`src/tct_map.svh`:
```
// Constants and functional notes for the thermal clock throttle
// Functional notes
// - Thermal control circuit turns on at a fixed maximum die temperature, not configurable.
// - While throttling, snoops continue and interrupts latch, serviced only in clock-on time.
// - Throttling stops and restarts the core clock repeatedly while active.
// - Automatic and on-demand modes exist; automatic wins when hot and both enabled.
// - Automatic mode throttles only when die reaches maximum operating temperature or processor-hot is driven low externally.
// - Automatic mode uses a fixed half-on half-off duty cycle.
// - Modulation period is in core cycles, so it shortens as core frequency rises.
// - Throttling ends when temperature falls, with hysteresis around the trip point.
// - On-demand enable bit 4 starts throttling at once regardless of temperature.
// - On-demand duty field bits 3:1 selects one to seven eighths clock-on.
// - Processor-hot output asserts from the trip point until the hysteresis release, even after temperature falls below the trip point.
// - Optional interrupt on assertion and/or deassertion of processor-hot.
// - Catastrophic overheat asserts thermal shutdown regardless of throttle modes.
// - Thermal shutdown is independent of core activity and makes no bus cycle.
// - Processor-hot pin is bidirectional; external drive activates throttling.
`ifndef TCT_MAP_SVH
`define TCT_MAP_SVH
`define TCT_CTRL_ODM_EN_BIT 4
`define TCT_CTRL_DUTY_HI 3
`define TCT_CTRL_DUTY_LO 1
`define TCT_AUTO_DUTY 3'h4
`define TCT_SLOT_CYCLES 16
`define TCT_SLOTS 8
`define TCT_HYST_CYCLES 32
`endif

```
`src/tct_pkg.sv`:
```
// Types shared by the thermal clock throttle
package tct_pkg;
	typedef enum logic [1:0]
	{
		TCT_IDLE = 2'b00,
		TCT_ODM = 2'b01,
		TCT_AUTO = 2'b11
	} tct_mode_e;
	typedef logic [2:0] tct_duty_t;
endpackage

```
`src/tct_slot_timer.sv`:
```
// Eight-slot modulation period timer
`timescale 1ns/10ps
`include "tct_map.svh"
module tct_slot_timer
#(
	parameter int SLOT_CYCLES = `TCT_SLOT_CYCLES
)
(
	input wire logic clk,
	input wire logic rst,
	input wire logic run,
	output logic [2:0] slot
);
	localparam int CW = $clog2(SLOT_CYCLES) + 1;
	logic [CW-1:0] cnt_q;

	initial
	begin
		if (SLOT_CYCLES < 1)
			$error("SLOT_CYCLES must be at least one");
	end

	// Period counts core cycles, so it scales with core frequency
	always_ff @(posedge clk)
	begin
		if (rst || !run)
		begin
			cnt_q <= '0;
			slot <= 3'h0;
		end
		else if (cnt_q == CW'(SLOT_CYCLES - 1))
		begin
			cnt_q <= '0;
			slot <= slot + 3'h1;
		end
		else
			cnt_q <= cnt_q + CW'(1);
	end
endmodule

```
`src/tct_thermal_clock_throttle.sv`:
```
// Thermal control circuit: throttling, processor-hot, thermal shutdown
`timescale 1ns/10ps
`include "tct_map.svh"
module tct_thermal_clock_throttle
#(
	parameter int SLOT_CYCLES = `TCT_SLOT_CYCLES,
	parameter int HYST_CYCLES = `TCT_HYST_CYCLES
)
(
	input wire logic clk,
	input wire logic rst,
	input wire logic temp_at_max,
	input wire logic temp_below_hyst,
	input wire logic temp_catastrophic,
	input wire logic automatic_throttle_mode,
	input wire logic [4:0] ctrl_reg,
	input wire logic int_on_assert_en,
	input wire logic int_on_deassert_en,
	input wire logic processor_hot_n_in,
	input wire logic irq_pending,
	output logic processor_hot_n_out,
	output logic processor_hot_n_oe,
	output logic thermal_shutdown_n,
	output logic core_clk_en,
	output logic irq_service_ok,
	output logic thermal_irq,
	output tct_pkg::tct_mode_e mode
);
	import tct_pkg::*;

	logic hot_q;
	logic ext_hot_q;
	logic thermal_control_circuit;
	logic on_slot;
	logic gate_pos_q;
	logic [2:0] slot;
	logic [$clog2(HYST_CYCLES+1):0] hyst_q;
	logic hot_prev_q;
	tct_duty_t duty;

	initial
	begin
		if (HYST_CYCLES < 1)
			$error("HYST_CYCLES must be at least one");
	end

	// ---------------------------------------------------------------
	// Temperature trip with hysteresis
	// ---------------------------------------------------------------
	// Trip level is the fixed sensor input; nothing here can move it
	// Release needs a sustained cool reading to stop rapid toggling
	always_ff @(posedge clk)
	begin
		if (rst)
		begin
			hot_q <= 1'b0;
			hyst_q <= '0;
		end
		else if (temp_at_max)
		begin
			hot_q <= 1'b1;
			hyst_q <= '0;
		end
		else if (hot_q && temp_below_hyst)
		begin
			if (hyst_q == ($bits(hyst_q))'(HYST_CYCLES - 1))
				hot_q <= 1'b0;
			hyst_q <= hyst_q + 1'b1;
		end
		else
			hyst_q <= '0;
	end

	// External agent pulling processor-hot low requests throttling
	always_ff @(posedge clk)
	begin
		if (rst)
			ext_hot_q <= 1'b0;
		else
			ext_hot_q <= !processor_hot_n_in && !processor_hot_n_oe;
	end

	// ---------------------------------------------------------------
	// Mode and duty selection
	// ---------------------------------------------------------------
	// Automatic wins over on-demand when hot
	always_comb
	begin
		if (automatic_throttle_mode && (hot_q || ext_hot_q))
		begin
			thermal_control_circuit = 1'b1;
			duty = `TCT_AUTO_DUTY;
		end
		else if (ctrl_reg[`TCT_CTRL_ODM_EN_BIT])
		begin
			thermal_control_circuit = 1'b1;
			duty = ctrl_reg[`TCT_CTRL_DUTY_HI:`TCT_CTRL_DUTY_LO];
		end
		else
		begin
			thermal_control_circuit = 1'b0;
			duty = 3'h0;
		end
	end

	always_ff @(posedge clk)
	begin
		if (rst)
			mode <= TCT_IDLE;
		else if (automatic_throttle_mode && (hot_q || ext_hot_q))
			mode <= TCT_AUTO;
		else if (ctrl_reg[`TCT_CTRL_ODM_EN_BIT])
			mode <= TCT_ODM;
		else
			mode <= TCT_IDLE;
	end

	tct_slot_timer #(
		.SLOT_CYCLES(SLOT_CYCLES)
	) u_timer (
		.clk(clk),
		.rst(rst),
		.run(thermal_control_circuit),
		.slot(slot)
	);

	// ---------------------------------------------------------------
	// Clock gating
	// ---------------------------------------------------------------
	// Duty of zero is treated as a reserved value and runs half on
	assign on_slot = !thermal_control_circuit ||
		(slot < ((duty == 3'h0) ? `TCT_AUTO_DUTY : duty));

	// Enable changes only on a rising edge, then is retimed to clock-low
	always_ff @(posedge clk)
	begin
		if (rst)
			gate_pos_q <= 1'b1;
		else
			// Shutdown is sticky, so the clock stays stopped once it has tripped
			gate_pos_q <= on_slot && !temp_catastrophic && thermal_shutdown_n;
	end

	always_ff @(negedge clk)
	begin
		if (rst)
			core_clk_en <= 1'b1;
		else
			core_clk_en <= gate_pos_q;
	end

	// Interrupts stay latched by the core; service only while clock runs
	always_ff @(posedge clk)
	begin
		if (rst)
			irq_service_ok <= 1'b0;
		else
			irq_service_ok <= irq_pending && gate_pos_q;
	end

	// ---------------------------------------------------------------
	// Processor-hot pin and interrupt
	// ---------------------------------------------------------------
	always_ff @(posedge clk)
	begin
		if (rst)
		begin
			processor_hot_n_out <= 1'b1;
			processor_hot_n_oe <= 1'b0;
		end
		else
		begin
			processor_hot_n_out <= 1'b0;
			processor_hot_n_oe <= hot_q;
		end
	end

	always_ff @(posedge clk)
	begin
		if (rst)
		begin
			hot_prev_q <= 1'b0;
			thermal_irq <= 1'b0;
		end
		else
		begin
			hot_prev_q <= hot_q;
			thermal_irq <= (hot_q && !hot_prev_q && int_on_assert_en) ||
				(!hot_q && hot_prev_q && int_on_deassert_en);
		end
	end

	// ---------------------------------------------------------------
	// Catastrophic shutdown
	// ---------------------------------------------------------------
	// Sticky until reset; no dependency on modes or core activity
	always_ff @(posedge clk)
	begin
		if (rst)
			thermal_shutdown_n <= 1'b1;
		else if (temp_catastrophic)
			thermal_shutdown_n <= 1'b0;
	end
endmodule

```
`config.mk`:
```
export PLATFORM = sky130hd
export DESIGN_NAME = tct_thermal_clock_throttle
export DESIGN_NICKNAME = d
export VERILOG_FILES = /design/src/tct_pkg.sv /design/src/tct_slot_timer.sv /design/src/tct_thermal_clock_throttle.sv
export VERILOG_INCLUDE_DIRS = /design/src
export SDC_FILE = /design/constraint.sdc
export NUM_CORES = 1
export LEC_CHECK = 0
export ABC_AREA = 1
export BUFFER_PORTS_ARGS = -buffer_cell sky130_fd_sc_hd__buf_2
export CAP_MARGIN = 20
export CORE_UTILIZATION = 50
export DETAILED_ROUTE_END_ITERATION = 10
export PLACE_DENSITY = 0.75
export SETUP_SLACK_MARGIN = 0.02
export SKIP_LAST_GASP = 1
export SLEW_MARGIN = 10
export SYNTH_ARGS = -nofsm -noshare
export SYNTH_HDL_FRONTEND = slang
export SYNTH_SLANG_ARGS = --single-unit
export TNS_END_PERCENT = 10
```
`constraint.sdc`:
```
create_clock -name clk -period 1.64 [get_ports clk]
set_input_delay 0.328 -clock clk [delete_from_list [all_inputs] [get_ports clk]]
set_output_delay 0.328 -clock clk [all_outputs]
set_load 0.03 [all_outputs]
```
==> summary.md <==
| Metric | Value |
|---|---|
| Mapped Cells | about 120 |
| Startpoint Class | flip-flop |
| Antenna Nets Post-Route | 0 |
| H-tree lvl count | 1 |
| Net Count, Synth | around 140 |
| Max Transition Viols Final | 0 |
| Ports | 23 |
| Sw Share | 0.2462 |
| Vias/cell | about 4.7 |
| Drt drc | 0 |
| Cts hold-fix bufs | 0 |
| Combinational Power Share | 0.112 |
| Share of cells above drive strength 1 | 0.2466 |
| FP Rows | 16 |
| Cell area after layout | about 1200 um^2 |
| Syn avg cell area | ~8.6 um^2 |
| # diodes | 0 |
| Distinct cell type count of the synthesized netlist | 24 |
| Grt ovf | 0 |
| Final Hold Fails | 0 |
| Nets | between 150 and 200 |
| Final Non-Filler Cells | 173 |
| Port buffer count | 21 |
| Status | complete, but fails checks |
| Clock Latency Late Sink | ~0.36 ns |
| Clk pwr share | 0.258 |
| Worst path slowest cell | dfxtp_2 |
| Crit path kind | reg -> out |
| Die width | approximately 47 um |
| Fin Setup TNS | -0.3069 ns |
| Slew @ Worst Pin | between 0.2 and 0.3 ns |
| Sequential fraction of the synthesis area | 0.5030 |
| Largest net degree at the start of global routing | 15 |
| Placed Area | between 1000 and 1500 um^2 |
| Die area | between 2000 and 2500 um^2 |
| Internal power | between 0.0007 and 0.0008 W |
| Yosys synthesis warning count | 0 |
| Max FO, Critical Path | 1 |
| Routed via count | about 820 |
| Max-slew headroom | 0.8161 |
| Final GP Congestion | approximately 0.8 |
| Postcts setup bufs | 0 |
| MaxCap Viol Count | 0 |
| Drt pass-1 iters | 4 |
| DP Cell Count | 169 |
| First-pass GRT wire length | around 2.4 mm |
| HPWL Detailed | ~1.4 mm |
| GRT Total Usage | 0.1613 |
| Final WL | roughly 1.7 mm |
| Root Driver | clkbuf_4 |
| Pwr dens | roughly 880 nW/um^2 |
| Area Growth Syn to Fin | 16.57% |
| Peak VDD IR | between 400 and 500 uV |
| Failing checks | negative setup slack |
| Vias in the first global route | roughly 690 |
| Max stage delay on crit path | roughly 0.32 ns |
| Die Span Y | about 47 um |
| CTS Sinks | 26 |
| Dpl ws | around 0.0014 ns |
| Mapped cell area | slightly above 1000 um^2 |
| Synth Register Bits | 26 |
| RSZ-0062 raised after global routing | yes |
| Worst Path Buf+Inv | 1 |
| Worst Hold Class | in -> reg |
| P_leak | 0.5513 nW |
| Psw | roughly 0.00026 W |
| CP endpoint kind | output pin |
| Slack of the critical path | -0.3069 ns |
| Initial core utilization | 0.5274 |
| Antenna violations before repair | 0 |
| WL per Instance | roughly 9.5 um |
| Delay-heaviest family, CP | flip-flops |
| Detailed Route Iter0 Violations | 8 |
| Arr. time, crit path | 1.62 ns |
| Worst-path clk slew | approximately 0.13 ns |
| CTS buffer count | 3 |
| Req. time, crit path | between 1 and 1.5 ns |
| Maximum clock insertion buffer count | 2 |
| Core area | 1962 um^2 |
| TritonCTS clock tree | done |
| Final Skew | approximately 0.044 ns |
| FILL cells | 185 |
| Crit path cell chain | buf_6 |
| Setup Viol. Count Final | 1 |
| Sequential Power Share | 0.631 |
-- area by class of cell --
type	count	area, um^2	area share
clock buffer	4	26.28	0.02178
multi-input combinational	72	422.9	0.3506
sequential	26	521.8	0.4326
timing repair buffer	22	118.9	0.09855
clock inverter	1	3.754	0.003112
inverter	21	78.83	0.06535
tap	27	33.78	0.02801
-- through the flow --
step,utilization,hold WS (ns),power (W)
after floorplan,-,0.3557,0.0007689
after global placement,0.5976,0.4196,0.0008035
after detailed placement,0.5976,0.4343,0.0008083
after CTS,0.6148,0.1517,0.001075
after global routing,0.6148,0.1382,0.001118
final,0.6148,0.1617,0.001061
-- routing by layer --
| metal | part of all wire | track usage | vias to the layer above |
|---|---|---|---|
| met5 | 0 | 0 | - |
| met4 | 0.014 | 0.08571 | 0 |
| met3 | 0.047 | 0.04528 | 4 |
| met2 | 0.51 | 0.2904 | 16 |
| met1 | 0.43 | 0.1690 | 368 |
| li1 | - | - | 428 |
-- final timing paths --
| kind | start | depth (start not counted) | slack [ns] | end |
|---|---|---|---|---|
| setup / recovery | core_clk_en$_SDFF_NP1_ | 1 | -0.31 | core_clk_en |
| hold / removal | processor_hot_n_in | 2 | 0.16 | ext_hot_q$_SDFF_PP0_ |
| setup reg to reg | hot_q$_SDFFE_PP0P_ | 6 | 0.17 | gate_pos_q$_SDFF_PP1_ |
| hold reg to reg | gate_pos_q$_SDFF_PP1_ | 2 | 0.45 | irq_service_ok$_SDFF_PP0_ |
-- kinds of logic after synthesis --
| family | synth area share |
|---|---|
| buffers and inverters | 0.09069 |
| adder cells (fa/ha/maj) | 0.07255 |
| flip-flops | 0.5030 |
| XOR/XNOR | 0.02540 |
| AND/OR/NAND/NOR | 0.2092 |
| AO/OA/AOI/OAI | 0.09916 |
-- cell usage after synthesis (all sizes together) --
master | instances | area [um^2]
o31ai | 1 | 7.510
nand2 | 21 | 86.33
ha | 6 | 75.07
buf | 1 | 11.26
or2 | 2 | 12.51
nor3 | 3 | 20.02
nand3b | 1 | 7.510
xor2 | 2 | 17.52
xnor2 | 1 | 8.760
nand3 | 5 | 25.02
o21ai | 5 | 40.04
o2111a | 1 | 11.26
dfxtp | 26 | 520.5
a21oi | 8 | 43.79
nand4 | 1 | 6.260
nor2 | 15 | 58.81
inv | 22 | 82.58
-- state kept, by name, summed over array words and instances, names as in the netlist --
name and flops:
hyst_q 7, ext_hot_q 1, hot_q 1, thermal_shutdown_n 1, u_timer.slot 3, hot_prev_q 1
mode 2, thermal_irq 1, irq_service_ok 1, core_clk_en 1, processor_hot_n_out 1, u_timer.cnt_q 5
gate_pos_q 1
-- placed cells by master, fill, tap and decap left out, types with 2 or more instances in the layout --
master	Yosys	final
inv_2	2	2
dfxtp_1	26	25
nor2_1	14	14
clkbuf_4	0	3
inv_1	20	20
xor2_1	2	2
o21ai_0	3	3
nand2_1	20	20
buf_2	0	20
ha_1	6	6
a21oi_1	7	7
nor3_1	2	2
nand3_1	5	5
-- power groups by stage --
| stage | sequential (W) | clock, W | combinational [W] |
|---|---|---|---|
| after floorplan | 0.000706 | 0.00000763 | 0.0000548 |
| after global placement | 0.000681 | 0.00000763 | 0.000115 |
| after detailed placement | 0.000683 | 0.00000763 | 0.000118 |
| after CTS | 0.000669 | 0.000286 | 0.000120 |
| after global routing | 0.000673 | 0.000314 | 0.000131 |
| final | 0.000669 | 0.000274 | 0.000118 |
-- what timing repair did --
| item | CTS | global route |
|---|---|---|
| setup endpoints to repair | 1 | 1 |
| resized for setup | 3 | 0 |
| hold endpoints to repair | 0 | 0 |
(Power assumes the default switching activity.)
